==> config.mk <==
export PLATFORM = sky130hd
export DESIGN_NAME = full_bridge_switch_control
export DESIGN_NICKNAME = d
export VERILOG_FILES = /design/src/bridge_ctrl_pkg.sv /design/src/leg_gate_if.sv /design/src/full_bridge_switch_control.sv /design/src/leg_gate_driver.sv
export SDC_FILE = /design/constraint.sdc
export NUM_CORES = 1
export LEC_CHECK = 0
export BUFFER_PORTS_ARGS = -buffer_cell sky130_fd_sc_hd__buf_4
export CORE_MARGIN = 10
export CORE_UTILIZATION = 55
export CTS_BUF_LIST = sky130_fd_sc_hd__clkbuf_8
export DETAILED_ROUTE_END_ITERATION = 7
export PLACE_DENSITY_LB_ADDON = 0.15
export SLEW_MARGIN = 30
export SYNTH_ARGS = -nofsm -noshare
export SYNTH_HDL_FRONTEND = slang
export SYNTH_SLANG_ARGS = --single-unit
==> constraint.sdc <==
create_clock -name clk_sys -period 2.9 [get_ports clk_sys]
set_input_delay 0.29 -clock clk_sys [delete_from_list [all_inputs] [get_ports clk_sys]]
set_output_delay 0.29 -clock clk_sys [all_outputs]
set_load 0.01 [all_outputs]
==> src/bridge_ctrl_pkg.sv <==
// Constants shared by the full-bridge switch control design
package bridge_ctrl_pkg;

    // ------------------------------------------------------------
    // Clock
    // ------------------------------------------------------------
    localparam int CLK_HZ = 40_000_000;      // System clock rate
    localparam int CLK_PERIOD_PS = 25_000;   // 25 ns period

    // ------------------------------------------------------------
    // Timing
    // ------------------------------------------------------------
    localparam int TACT_NS = 100;            // Tri-state activation time
    // Least time: round up to whole cycles, at least one
    localparam int TACT_CYCLES_RAW =
        (TACT_NS * 1000 + CLK_PERIOD_PS - 1) / CLK_PERIOD_PS;
    localparam int TACT_CYCLES = (TACT_CYCLES_RAW < 1) ? 1 : TACT_CYCLES_RAW;
    localparam int SC_TIMEOUT_MS = 20;       // Short-circuit restart delay
    localparam int SC_TIMEOUT_CYCLES = SC_TIMEOUT_MS * (CLK_HZ / 1000);
    localparam int DEAD_CYCLES = 4;          // Leg dead time, in cycles

    // ------------------------------------------------------------
    // Widths and fault counter
    // ------------------------------------------------------------
    localparam int TRI_W = 8;                // Tri-state timer width
    localparam int DEAD_W = 8;               // Dead-time counter width
    localparam int TIMER_W = 20;             // Fault timer width
    localparam int FCNT_W = 3;               // Fault counter width
    localparam logic [FCNT_W-1:0] FCNT_ZERO = 3'h0;
    localparam logic [FCNT_W-1:0] FCNT_STEP = 3'h1;
    localparam logic [FCNT_W-1:0] FCNT_LIMIT = 3'h7;

    // ------------------------------------------------------------
    // Leg gate codes {high, low}
    // ------------------------------------------------------------
    localparam logic [1:0] LEG_OFF = 2'h0;
    localparam logic [1:0] LEG_LOW = 2'h1;
    localparam logic [1:0] LEG_HIGH = 2'h2;

    // ------------------------------------------------------------
    // Protection state machine, one-hot
    // ------------------------------------------------------------
    typedef enum logic [2:0] {
        ST_RUN     = 3'h1,
        ST_FAULT   = 3'h2,
        ST_RESTART = 3'h4
    } prot_state_e;

endpackage : bridge_ctrl_pkg

==> src/leg_gate_if.sv <==
// Gate request and gate drive of one bridge leg
`timescale 1ns/1ps
interface leg_gate_if;
    logic [1:0] want;      // Requested leg state {high, low}
    logic high_on;         // High switch gate, registered
    logic low_on;          // Low switch gate, registered

    modport ctrl (output want, input high_on, input low_on);
    modport drv (input want, output high_on, output low_on);
endinterface : leg_gate_if

==> src/full_bridge_switch_control.sv <==
// Full-bridge switch control: mapping, tri-state, protection
`timescale 1ns/1ps
module full_bridge_switch_control #(
    parameter int TACT_CYCLES = bridge_ctrl_pkg::TACT_CYCLES,
    parameter int SC_TIMEOUT_CYCLES = bridge_ctrl_pkg::SC_TIMEOUT_CYCLES,
    parameter int DEAD_CYCLES = bridge_ctrl_pkg::DEAD_CYCLES
) (
    input wire logic clk_sys,
    input wire logic resetn,
    input wire logic mode_pin,
    input wire logic leg_a_pulse_input_high,
    input wire logic leg_a_pulse_input_low,
    input wire logic leg_a_pulse_input_mid,
    input wire logic leg_b_pulse_input_high,
    input wire logic leg_b_pulse_input_low,
    input wire logic leg_b_pulse_input_mid,
    input wire logic sc_over_limit,
    input wire logic supply_lockout,
    output logic leg_a_high_switch,
    output logic leg_a_low_switch,
    output logic leg_b_high_switch,
    output logic leg_b_low_switch,
    output logic mode_independent,
    output logic sc_fault_active
);

    // ------------------------------------------------------------
    // Declarations
    // ------------------------------------------------------------
    // Every next_ value is computed in one always_comb and only
    // registered in the matching always_ff.
    logic [1:0] in_high;                 // Decoded valid-high per input
    logic [1:0] in_low;                  // Decoded valid-low per input
    logic [1:0] in_mid;                  // Decoded mid-band per input
    logic [1:0] in_tri;                  // Tri-state band per input
    logic [1:0] cmd;                     // Last valid level per input
    logic [1:0] next_cmd;
    logic [1:0] tri_off;                 // Tri-state timeout active
    logic [1:0] next_tri_off;
    logic [bridge_ctrl_pkg::TRI_W-1:0] tri_cnt [2];      // Mid-band time
    logic [bridge_ctrl_pkg::TRI_W-1:0] next_tri_cnt [2];
    logic mode_taken;                    // Mode pin already sampled
    logic next_mode_taken;
    logic mode_reg;                      // Latched arrangement
    logic next_mode_reg;
    bridge_ctrl_pkg::prot_state_e state; // Protection state
    bridge_ctrl_pkg::prot_state_e next_state;
    logic [bridge_ctrl_pkg::FCNT_W-1:0] fcnt;            // Up/down counter
    logic [bridge_ctrl_pkg::FCNT_W-1:0] next_fcnt;
    logic [bridge_ctrl_pkg::TIMER_W-1:0] ftimer;         // Restart timer
    logic [bridge_ctrl_pkg::TIMER_W-1:0] next_ftimer;
    logic sc_seen;                       // Limit hit in present cycle
    logic next_sc_seen;
    logic cmd_a_prev;                    // For cycle boundary detect
    logic next_cmd_a_prev;
    logic fault_flag;                    // Registered fault status
    logic next_fault_flag;
    logic cycle_end;                     // One switching cycle closed
    logic disable_all;                   // Lockout, protection or mode not yet latched
    logic [1:0] want [2];                // Requested state per leg

    assign in_high = {leg_b_pulse_input_high, leg_a_pulse_input_high};
    assign in_low = {leg_b_pulse_input_low, leg_a_pulse_input_low};
    assign in_mid = {leg_b_pulse_input_mid, leg_a_pulse_input_mid};
    // Mid flag, or no valid flag at all, both mean the tri-state band
    assign in_tri = in_mid | ~(in_high | in_low);

    // ------------------------------------------------------------
    // Mode latch
    // ------------------------------------------------------------
    // Sampled on the first edge after reset release, never again.
    // Re-reading the strap in service could swap the bridge wiring
    // under load; a new arrangement needs a fresh power-on reset.
    always_comb begin
        next_mode_taken = 1'b1;
        next_mode_reg = mode_reg;
        if (!mode_taken) begin
            next_mode_reg = mode_pin;
        end
    end

    // Mode registers; legs stay off until the strap has been taken
    always_ff @(posedge clk_sys or negedge resetn) begin
        if (!resetn) begin
            mode_taken <= 1'b0;
            mode_reg <= 1'b0;
        end else begin
            mode_taken <= next_mode_taken;
            mode_reg <= next_mode_reg;
        end
    end

    // ------------------------------------------------------------
    // Per-input level and tri-state timeout
    // ------------------------------------------------------------
    // The three-level decode arrives already split into high, low
    // and mid-band flags; neither flag set is treated as mid-band.
    // The band must persist past the cycle limit before a leg is
    // released, so a slow edge through the band does not drop it.
    for (genvar i = 0; i < 2; i++) begin : g_input
        always_comb begin
            next_cmd[i] = cmd[i];
            next_tri_off[i] = tri_off[i];
            next_tri_cnt[i] = tri_cnt[i];
            if (in_high[i]) begin
                // High wins if a faulty decode sets both flags
                next_cmd[i] = 1'b1;
                next_tri_off[i] = 1'b0;
                next_tri_cnt[i] = '0;
            end else if (in_low[i]) begin
                next_cmd[i] = 1'b0;
                next_tri_off[i] = 1'b0;
                next_tri_cnt[i] = '0;
            end else if (in_tri[i]) begin
                if (tri_cnt[i] >= bridge_ctrl_pkg::TRI_W'(TACT_CYCLES)) begin
                    // Timer parks at the limit, so a long band never wraps
                    next_tri_off[i] = 1'b1;
                end else begin
                    // Command held while the timer runs
                    next_tri_cnt[i] = tri_cnt[i] + 1'b1;
                end
            end
        end

        // Level, timeout and timer; reset counts as timed out, so a
        // leg waits for a valid level after power-on.
        always_ff @(posedge clk_sys or negedge resetn) begin
            if (!resetn) begin
                cmd[i] <= 1'b0;
                tri_off[i] <= 1'b1;
                tri_cnt[i] <= '0;
            end else begin
                cmd[i] <= next_cmd[i];
                tri_off[i] <= next_tri_off[i];
                tri_cnt[i] <= next_tri_cnt[i];
            end
        end
    end

    // ------------------------------------------------------------
    // Switching cycle boundary
    // ------------------------------------------------------------
    // A cycle closes on each rising edge of the first input's level;
    // leg B shares it, as the controller keeps both legs in step.
    // Limitation: a leg B run at its own frequency is still judged
    // against the period of input A, and a dead input A freezes the
    // counter until it toggles again.
    assign cycle_end = cmd[0] && !cmd_a_prev;

    // ------------------------------------------------------------
    // Short-circuit counter and protection state machine
    // ------------------------------------------------------------
    // In ST_RUN the counter moves only when a cycle closes and saturates at
    // both ends, so a long burst cannot wrap back to a low count.
    always_comb begin
        next_state = state;
        next_fcnt = fcnt;
        next_ftimer = ftimer;
        next_cmd_a_prev = cmd[0];
        next_fault_flag = 1'b0;
        // A hit on the closing edge counts in the closing cycle
        next_sc_seen = cycle_end ? 1'b0 : (sc_seen | sc_over_limit);
        case (state)
            bridge_ctrl_pkg::ST_RUN: begin
                if (cycle_end) begin
                    if (sc_seen || sc_over_limit) begin
                        if (fcnt != bridge_ctrl_pkg::FCNT_LIMIT) begin
                            next_fcnt = fcnt
                                + bridge_ctrl_pkg::FCNT_STEP;
                        end
                    end else if (fcnt != bridge_ctrl_pkg::FCNT_ZERO) begin
                        next_fcnt = fcnt
                            - bridge_ctrl_pkg::FCNT_STEP;
                    end
                end
                if (next_fcnt == bridge_ctrl_pkg::FCNT_LIMIT) begin
                    next_state = bridge_ctrl_pkg::ST_FAULT;
                    next_ftimer = '0;
                    next_fault_flag = 1'b1;
                end
            end
            bridge_ctrl_pkg::ST_FAULT: begin
                // Shutdown window; the timer started from zero on entry
                // and pulse input activity is ignored throughout
                next_fault_flag = 1'b1;
                next_sc_seen = 1'b0;
                if (ftimer >= bridge_ctrl_pkg::TIMER_W'(SC_TIMEOUT_CYCLES - 1))
                begin
                    next_state = bridge_ctrl_pkg::ST_RESTART;
                    next_fault_flag = 1'b0;
                end else begin
                    next_ftimer = ftimer + 1'b1;
                end
            end
            bridge_ctrl_pkg::ST_RESTART: begin
                // Count cleared here, switching resumes next cycle
                // One cycle with gates still off lets the clear land
                next_fcnt = bridge_ctrl_pkg::FCNT_ZERO;
                next_sc_seen = 1'b0;
                next_state = bridge_ctrl_pkg::ST_RUN;
            end
            default: begin
                // Illegal code: fail safe into shutdown
                next_state = bridge_ctrl_pkg::ST_FAULT;
                next_ftimer = '0;
                next_fault_flag = 1'b1;
            end
        endcase
    end

    // Protection registers
    always_ff @(posedge clk_sys or negedge resetn) begin
        if (!resetn) begin
            state <= bridge_ctrl_pkg::ST_RUN;
            fcnt <= bridge_ctrl_pkg::FCNT_ZERO;
            ftimer <= '0;
            sc_seen <= 1'b0;
            cmd_a_prev <= 1'b0;
            fault_flag <= 1'b0;
        end else begin
            state <= next_state;
            fcnt <= next_fcnt;
            ftimer <= next_ftimer;
            sc_seen <= next_sc_seen;
            cmd_a_prev <= next_cmd_a_prev;
            fault_flag <= next_fault_flag;
        end
    end

    // ------------------------------------------------------------
    // Leg requests
    // ------------------------------------------------------------
    // No switching until the mode is latched, during protection, or
    // while the supply is locked out.
    assign disable_all = supply_lockout
                      || state != bridge_ctrl_pkg::ST_RUN
                      || !mode_taken;

    // Mapping per arrangement; off is the default on every path,
    // so any disable reaches the drivers within one edge
    always_comb begin
        want[0] = bridge_ctrl_pkg::LEG_OFF;
        want[1] = bridge_ctrl_pkg::LEG_OFF;
        if (!disable_all) begin
            if (!tri_off[0]) begin
                want[0] = cmd[0] ? bridge_ctrl_pkg::LEG_HIGH
                                 : bridge_ctrl_pkg::LEG_LOW;
            end
            // Independent legs: input B owns leg B
            if (mode_reg) begin
                if (!tri_off[1]) begin
                    want[1] = cmd[1] ? bridge_ctrl_pkg::LEG_HIGH
                                     : bridge_ctrl_pkg::LEG_LOW;
                end
            end else if (!tri_off[0]) begin
                // Second input unused; leg B takes the opposite state of leg A
                want[1] = cmd[0] ? bridge_ctrl_pkg::LEG_LOW
                                 : bridge_ctrl_pkg::LEG_HIGH;
            end
        end
    end

    // ------------------------------------------------------------
    // Leg drivers with dead time
    // ------------------------------------------------------------
    // Each leg has its own driver; turn-off is immediate there, and
    // only turn-on waits out the dead time.
    leg_gate_if leg_if [2] ();

    for (genvar g = 0; g < 2; g++) begin : g_leg
        // Request per leg handed over through the interface
        assign leg_if[g].want = want[g];
        leg_gate_driver #(
            .DEAD(DEAD_CYCLES)
        ) u_drv (
            .clk_sys(clk_sys),
            .resetn(resetn),
            .gate(leg_if[g])
        );
    end

    // Gate outputs straight from the driver registers
    // Mode and fault flags are registers too, no logic on the way
    assign leg_a_high_switch = leg_if[0].high_on;
    assign leg_a_low_switch = leg_if[0].low_on;
    assign leg_b_high_switch = leg_if[1].high_on;
    assign leg_b_low_switch = leg_if[1].low_on;
    assign mode_independent = mode_reg;
    assign sc_fault_active = fault_flag;

endmodule : full_bridge_switch_control

==> src/leg_gate_driver.sv <==
// Dead-time gate driver of one bridge leg
`timescale 1ns/1ps
module leg_gate_driver #(
    parameter int DEAD = bridge_ctrl_pkg::DEAD_CYCLES
) (
    input wire logic clk_sys,
    input wire logic resetn,
    leg_gate_if.drv gate
);

    logic [1:0] cur;                                 // Present gate state
    logic [1:0] next_cur;
    logic [bridge_ctrl_pkg::DEAD_W-1:0] dcnt;        // Cycles spent off
    logic [bridge_ctrl_pkg::DEAD_W-1:0] next_dcnt;
    logic dead_done;                                 // Dead time elapsed

    assign dead_done = (dcnt >= bridge_ctrl_pkg::DEAD_W'(DEAD));

    // ------------------------------------------------------------
    // Next gate state
    // ------------------------------------------------------------
    // Any change passes through all-off; turning on waits the dead
    // time, turning off is immediate so faults act at once.
    always_comb begin
        next_cur = cur;
        next_dcnt = dcnt;
        if (cur != bridge_ctrl_pkg::LEG_OFF && gate.want != cur) begin
            next_cur = bridge_ctrl_pkg::LEG_OFF;
            next_dcnt = '0;
        end else if (cur == bridge_ctrl_pkg::LEG_OFF) begin
            if (!dead_done) begin
                next_dcnt = dcnt + 1'b1;
            end else if (gate.want != bridge_ctrl_pkg::LEG_OFF) begin
                next_cur = gate.want;
            end
        end
    end

    // ------------------------------------------------------------
    // State registers
    // ------------------------------------------------------------
    always_ff @(posedge clk_sys or negedge resetn) begin
        if (!resetn) begin
            cur <= bridge_ctrl_pkg::LEG_OFF;
            dcnt <= '0;
        end else begin
            cur <= next_cur;
            dcnt <= next_dcnt;
        end
    end

    // Both gates come from one code, so they can never both be on
    assign gate.high_on = cur[1];
    assign gate.low_on = cur[0];

endmodule : leg_gate_driver

==> metrics.cfg, run 1 <==
[grt]
grt_max_degree = 72
track_usage = 0.1401
antenna_found_initial = 0
overflow = 0
grt_pass1_vias = 2529
grt_first_pass_wirelength_um = 11590

[sta]
period_share = 0.9067
max-slew-margin-rel = 0.5640
finalHoldViolations = 0
max_freq_ghz = 0.3803
holdWs_ns = 0.1341
tns_ns = 0
final_max_slew_viol_count = 0
rsz0062_at_grt = false
tightest_slew_ns = 0.6525
setup_viol = 0
period_minus_slack_ns = 2.629
skew_ns = 0.01223

[clock_network]
cts_buffer_depth = 2
path_clk_slew_ns = 0.08
insertion_delay_ns = 0.34
cts.sinks = 71
cts_tree = yes
htreeDepth = 3
cts_made_buffers = 9
cts-root-buf = clkbuf_8

[worst_setup_path]
critical_path_class = reg2reg
worstSetupEndpointType = flip-flop
arrival_ns = 2.91
cp_max_fo = 12
cp-start-kind = flip-flop
crit_required_ns = 3.18

[routing]
drc = 0
firstDrtPassIters = 4
vias = 2663
antenna_left = 0
wl_per_cell_um = 15.20
vias_per_cell = 5.853
wirelength_um = 6915
drtIter0Drc = 173

[synth]
synth_top_area_share = 0.4864
synth_common_cells = 68 x dfrtp_1, 38 x nand2_1, 26 x nor2_1
synth_xor_xnor_area_share = 0.01502
synth_flop_cell = dfrtp_1
ys_ff_latch = 71
synth_most_common_cell = dfrtp_1
synth_mux_area_frac = 0.01753
synth_adder_area_share = 0.04292
synth_top_cell_by_area = dfrtp_1
netlist_instances = 355
synth.distinct_cells = 52
yosys-top-cells-area = dfrtp_1 49%, ha_1 4.3%, nand2_1 4.1%
ys_async_sr_fraction = 1.000
synth_top_family_by_area = simple AND/OR/NAND/NOR gates
synth_edf_count = 0
syn_avg_cell_area_um2 = 9.855
synthSimpleGateAreaFrac = 0.2428
synth_area_um2 = 3498
ys_seq_area_frac = 0.5089
ys.warnings.count = 0
synthesis.nets = 378
synth_compound_area_frac = 0.1413

[cells_and_area]
multi_input_area_um2 = 1630
finalInstanceArea_um2 = 3948
n_fill_cell = 472
antennaDiodeCount = 0
drive_above_1_share = 0.1211
syn_to_final_growth_pct = 12.84
layout.area.seq_um2 = 1780
nets = 398

[floorplan]
io_pins = 17
initial_core_util = 0.5772
die_h_um = 99.76
core_area_um2 = 6061
rows = 28
die_x_um = 99.76
die_area_um2 = 9951

[placement]
io_buffers = 14
dp_hpwl_um = 4604
place_congestion = 0.8010
place_area_um2 = 3700

[power_and_ir_drop]
combPwrFrac = 0.142
swShare = 0.2790
p_leak_nw = 1.801
p_switching_mw = 0.6837
cell_internal_pwr_mw = 1.767
ir_worst_vdd_mv = 0.4472
power_density_nw_per_um2 = 620.7
seq_power_share = 0.499
power_frac_clock = 0.359

[hold_path]
min_path_type = in2reg

[status]
status = completed

[flow_run]
maxCapViolCount = 0

==> cells by family (layout without fill, tap and decap cells) <==
logic type	count (synthesis)	after routing
AND/OR/NAND/NOR	161	161
adder cells (fa/ha/maj)	12	12
XOR/XNOR	6	6
other	1	1
AO/OA/AOI/OAI	71	71
buffers and inverters	27	52
flip-flops	71	71
multiplexers	6	6
==> power by group through the flow <==
stage,Combinational (mW),Sequential [mW],Clock [mW]
after detailed placement,0.348,1.23,0
after global placement,0.330,1.23,0
after CTS,0.351,1.22,0.902
after floorplan,0.289,1.19,0
after global routing,0.410,1.24,0.945
final,0.349,1.22,0.879
==> cells in the final DEF, fill, tap and decap left out, types with 2 or more instances in the layout <==
| cell type | netlist | final |
|---|---|---|
| dfrtp_1 | 68 | 68 |
| nand2_1 | 38 | 38 |
| nor2_1 | 26 | 26 |
| buf_4 | 0 | 19 |
| inv_1 | 15 | 16 |
| nand3_1 | 16 | 16 |
| o21ai_0 | 16 | 16 |
| and2_1 | 16 | 16 |
| nor3_1 | 15 | 15 |
| ha_1 | 12 | 12 |
| nor4_1 | 11 | 11 |
| o211ai_1 | 10 | 10 |
| clkbuf_8 | 0 | 10 |
| nor2b_1 | 9 | 9 |
| o21a_1 | 7 | 7 |
| a22oi_1 | 7 | 7 |
| a21oi_1 | 6 | 6 |
| mux2i_1 | 5 | 5 |
| nand4_1 | 4 | 4 |
| nor3b_1 | 4 | 4 |
| or4_1 | 4 | 4 |
| xnor2_1 | 4 | 4 |
| a21o_1 | 4 | 4 |
| o311ai_0 | 4 | 4 |
| nand2b_1 | 3 | 3 |
| a31oi_1 | 3 | 3 |
| a211oi_1 | 3 | 3 |
| or3_1 | 3 | 3 |
| dfstp_2 | 3 | 3 |
| and3b_1 | 2 | 2 |
| xor2_1 | 2 | 2 |
| o21bai_1 | 2 | 2 |
| nand3b_1 | 2 | 2 |
| bufinv_16 | 0 | 2 |
==> critical path, cell delays in order (launching register included) <==
cell      delay, ns
dfstp_2        0.67
nor3b_1        0.59
and3b_1        0.30
o21ai_0        0.13
o21bai_1       0.18
a22oi_1        0.50
and2_1         0.21
==> metrics by stage <==
| stage | util | power [mW] | worst slack [ns] | instances |
|---|---|---|---|---|
| global route | 0.6513 | 2.596 | 0.04864 | 455 |
| detailed placement | 0.6104 | 1.582 | 0.2149 | 438 |
| finish | 0.6513 | 2.450 | 0.2707 | 455 |
| CTS | 0.6472 | 2.473 | 0.1947 | 454 |
| global placement | 0.6104 | 1.561 | 0.2467 | 438 |
| floorplan | - | 1.478 | 0.7787 | 355 |
==> worst paths after layout <==
kind / start / endpoint / slack, ns / cells past startpoint
max in group asynchronous: resetn / tri_cnt[9] / 1.94 / 2
worst max register to register: state[0] / g_leg[1].u_drv.dcnt[7] / 0.27 / 6
worst min register to register: tri_cnt[12] / tri_cnt[12] / 0.49 / 1
worst max-delay path: state[0] / g_leg[1].u_drv.dcnt[7] / 0.27 / 6
worst min-delay path: leg_b_pulse_input_high / tri_cnt[0] / 0.13 / 2
min in group asynchronous: resetn / fcnt[1] / 0.51 / 2
==> per-layer routing <==
metal,share of wire,vias up,GRT usage
met5,0,-,0
met4,0.015,0,0.06064
met3,0.044,9,0.03322
met2,0.45,55,0.2041
met1,0.49,1287,0.1931
li1,-,1312,-
==> flip-flops by register name, indices dropped and copies added (netlist names) <==
name / count
fcnt: 3
g_leg.u_drv.cur: 4
g_leg.u_drv.dcnt: 16
state: 3
mode_independent: 1
mode_taken: 1
tri_off: 2
cmd_a_prev: 1
sc_fault_active: 1
cmd: 1
tri_cnt: 16
ftimer: 20
sc_seen: 1
next_cmd_a_prev: 1
==> layout make-up <==
cell class | instances | share of cell area
timing repair buffer | 21 | 0.04152
multi-input combinational | 257 | 0.4130
tap | 75 | 0.02377
clock buffer | 10 | 0.03487
inverter | 15 | 0.01426
clock inverter | 6 | 0.02155
sequential | 71 | 0.4510
==> what timing repair did <==
action / in CTS / in global routing
endpoints found under the setup margin: 0 / 1
resized for setup: 0 / 1
setup buffers: 0 / 0
hold buffers: 0 / 1
endpoints found under the hold margin: 0 / 25
Note: power is estimated with default switching activity, not from simulation.
==> run 2: changes to the inputs <==
--- a/config.mk
+++ b/config.mk
@@ -11,7 +11,9 @@
 export CTS_BUF_LIST = sky130_fd_sc_hd__clkbuf_8
 export DETAILED_ROUTE_END_ITERATION = 7
 export PLACE_DENSITY_LB_ADDON = 0.15
+export RECOVER_POWER = 100
 export SLEW_MARGIN = 30
 export SYNTH_ARGS = -nofsm -noshare
 export SYNTH_HDL_FRONTEND = slang
+export SYNTH_HIERARCHICAL = 1
 export SYNTH_SLANG_ARGS = --single-unit
==> run 2 against run 1 <==
The run now ends with capacitance limit, slew limit left. Utilization is 3.0 points lower. Maximum frequency is 0.56% higher. Global-route usage is 0.25 points higher. Non-clock buffer count is 2 lower. First-iteration DRC count is 23% lower. Critical path type unchanged. Highest routed layer unchanged.
==> metrics.cfg, run 2 <==
[status]
status = finished, violations left
failed_checks = capacitance limit, slew limit

[synth]
synth_edf_count = 0
ys_seq_area_frac = 0.4902
synth_top_cell_by_area = dfrtp_1
syn_avg_cell_area_um2 = 10.09
ys_async_sr_fraction = 1.000
synth.distinct_cells = 57
synth_flop_cell = dfrtp_1
synthesis.nets = 383
netlist_instances = 360
synth_area_um2 = 3632
ys.warnings.count = 6
ys_ff_latch = 71
synth_common_cells = 68 x dfrtp_1, 25 x nand2_1, 24 x nor2_1
yosys-top-cells-area = dfrtp_1 47%, ha_1 4.1%, a31oi_1 2.9%
synth_most_common_cell = dfrtp_1
synth_top_area_share = 0.4685

[floorplan]
io_pins = 17
die_x_um = 101.3
initial_core_util = 0.5688
die_h_um = 101.3
rows = 29
die_area_um2 = 10250
core_area_um2 = 6386

[routing]
drc = 0
wirelength_um = 6892
antenna_left = 0
wl_per_cell_um = 14.79
vias_per_cell = 5.781
drtIter0Drc = 133
vias = 2694
firstDrtPassIters = 4

[worst_setup_path]
cp-start-kind = flip-flop
arrival_ns = 2.84
cp_cell_sequence = inv_1 -> ha_1 -> or4b_1 -> o211ai_1 -> mux2i_1 -> a41oi_1 -> o311a_1 -> a221o_1
cp_max_fo = 5
crit_required_ns = 3.12
max_stage_delay_ns = 0.44
worstSetupEndpointType = flip-flop
cpMaxStageDelayCell = or4b_1
critical_path_class = reg2reg

[cells_and_area]
antennaDiodeCount = 0
mostFrequentLayoutCells = 68 x dfrtp_1, 25 x nand2_1, 24 x nor2_1
n_fill_cell = 556
syn_to_final_growth_pct = 9.197
nets = 408
stdcell_count = 466
drive_above_1_share = 0.1105
regMostFlops = ftimer
reg_top3 = ftimer (20), g_leg.u_drv/dcnt (16), tri_cnt (16)
largest_reg_flops = 20
layout_commonest_cell = dfrtp_1

[grt]
antenna_found_initial = 0
grt_pass1_vias = 2630
overflow = 0
track_usage = 0.1426
grt_max_degree = 72
grt_first_pass_wirelength_um = 12010

[clock_network]
cts_buffer_depth = 2
cts.sinks = 71
htreeDepth = 3
post_cts_buffers = 0
cts-root-buf = clkbuf_8
cts_tree = yes
insertion_delay_ns = 0.34
path_clk_slew_ns = 0.07
cts_made_buffers = 9

[sta]
final_max_slew_viol_count = 72
setup_viol = 0
finalHoldViolations = 0
period_share = 0.9016
max-slew-margin-rel = -0.1501
rsz0062_at_grt = false
worst_slack_ns = 0.2854
tns_ns = 0
tightest_slew_ns = 1.725
max_freq_ghz = 0.3825
period_minus_slack_ns = 2.615
skew_ns = 0.005904

[power_and_ir_drop]
total_power_mw = 1.727
p_leak_nw = 1.748
ir_worst_vdd_mv = 0.2870
power_density_nw_per_um2 = 435.4

[hold_path]
min_path_type = in2reg

[flow_run]
maxCapViolCount = 1

[placement]
preCtsSetupSlack_ns = 0.3463
io_buffers = 14
dp_hpwl_um = 4792
dp_cells = 450
place_congestion = 0.7994

## run 2: cell types whose count changed in the layout (fill, tap and decap cells not counted), sizes merged, moves of 8 or more
cell,delta
a31oi,+15
nand2,-13
buf,-10
o211ai,-9
nor3b,+8
## run 2: worst paths after layout
check	start	to	slack [ns]	depth (start not counted)
max	fcnt[0]	ftimer[10]	0.29	8
min	leg_b_pulse_input_low	tri_cnt[2]	0.13	2
max reg2reg	fcnt[0]	ftimer[10]	0.29	8
min reg2reg	tri_cnt[3]	tri_cnt[3]	0.50	1
max in group asynchronous	resetn	ftimer[9]	0.93	2
min in group asynchronous	resetn	fcnt[0]	0.95	2
## run 2: layer usage
metal  global-route usage  wire (um)  vias up
met5                    0          0        -
met4              0.06431         85        0
met3              0.02927        184        8
met2               0.2183       3158       32
met1               0.1903       3464     1286
li1                     -          -     1368
## run 2: critical path, delay by kind of cell (launching register included)
family / cells / cell delay (ns)
AO/OA/AOI/OAI: 4 / 0.96
AND/OR/NAND/NOR: 1 / 0.44
flip-flops: 1 / 0.42
multiplexers: 1 / 0.35
adder cells (fa/ha/maj): 1 / 0.20
buffers and inverters: 1 / 0.13
## run 2: logic make-up (layout without fill, tap and decap cells)
kind of cell	count (synthesis)	count (layout)	synth area share
fa+ha+maj	12	12	0.04134
buf+inv	28	57	0.03203
compound gates	93	93	0.1809
mux	7	7	0.01964
flops	71	71	0.4902
simple gates	145	145	0.2277
xor+xnor	3	3	0.007235
other cells	1	1	0.001032
## run 2: power by group
group / total [mW] / internal, mW / switching [mW]
clock: 0.661 / 0.302 / 0.359
combinational: 0.0609 / 0.0202 / 0.0406
sequential: 1.00 / 0.998 / 0.00732
## run 2: cell type report
cell class,instances,area (um^2),share of cell area
flip-flops and latches,71,1780,0.4489
multi-input cells,261,1724,0.4347
clock buffers,9,123.9,0.03123
repair buffers,19,116.4,0.02934
well taps,77,96.34,0.02429
inverters,23,86.33,0.02177
clock inverters,6,38.79,0.009779
## run 2: stage by stage
stage,cell area (um^2),hold slack [ns],utilization
3_3_place_gp,3834,0.4695,0.6003
3_5_place_dp,3834,0.4728,0.6003
4_1_cts,3996,0.1012,0.6258
6_report,3966,0.1346,0.6211
2_1_floorplan,3632,-0.005591,-
5_1_grt,3966,0.1271,0.6211
## run 2: what timing repair did
item,in CTS,in global routing
hold buffers,0,1
resized for setup,0,0
hold endpoints to repair,0,11
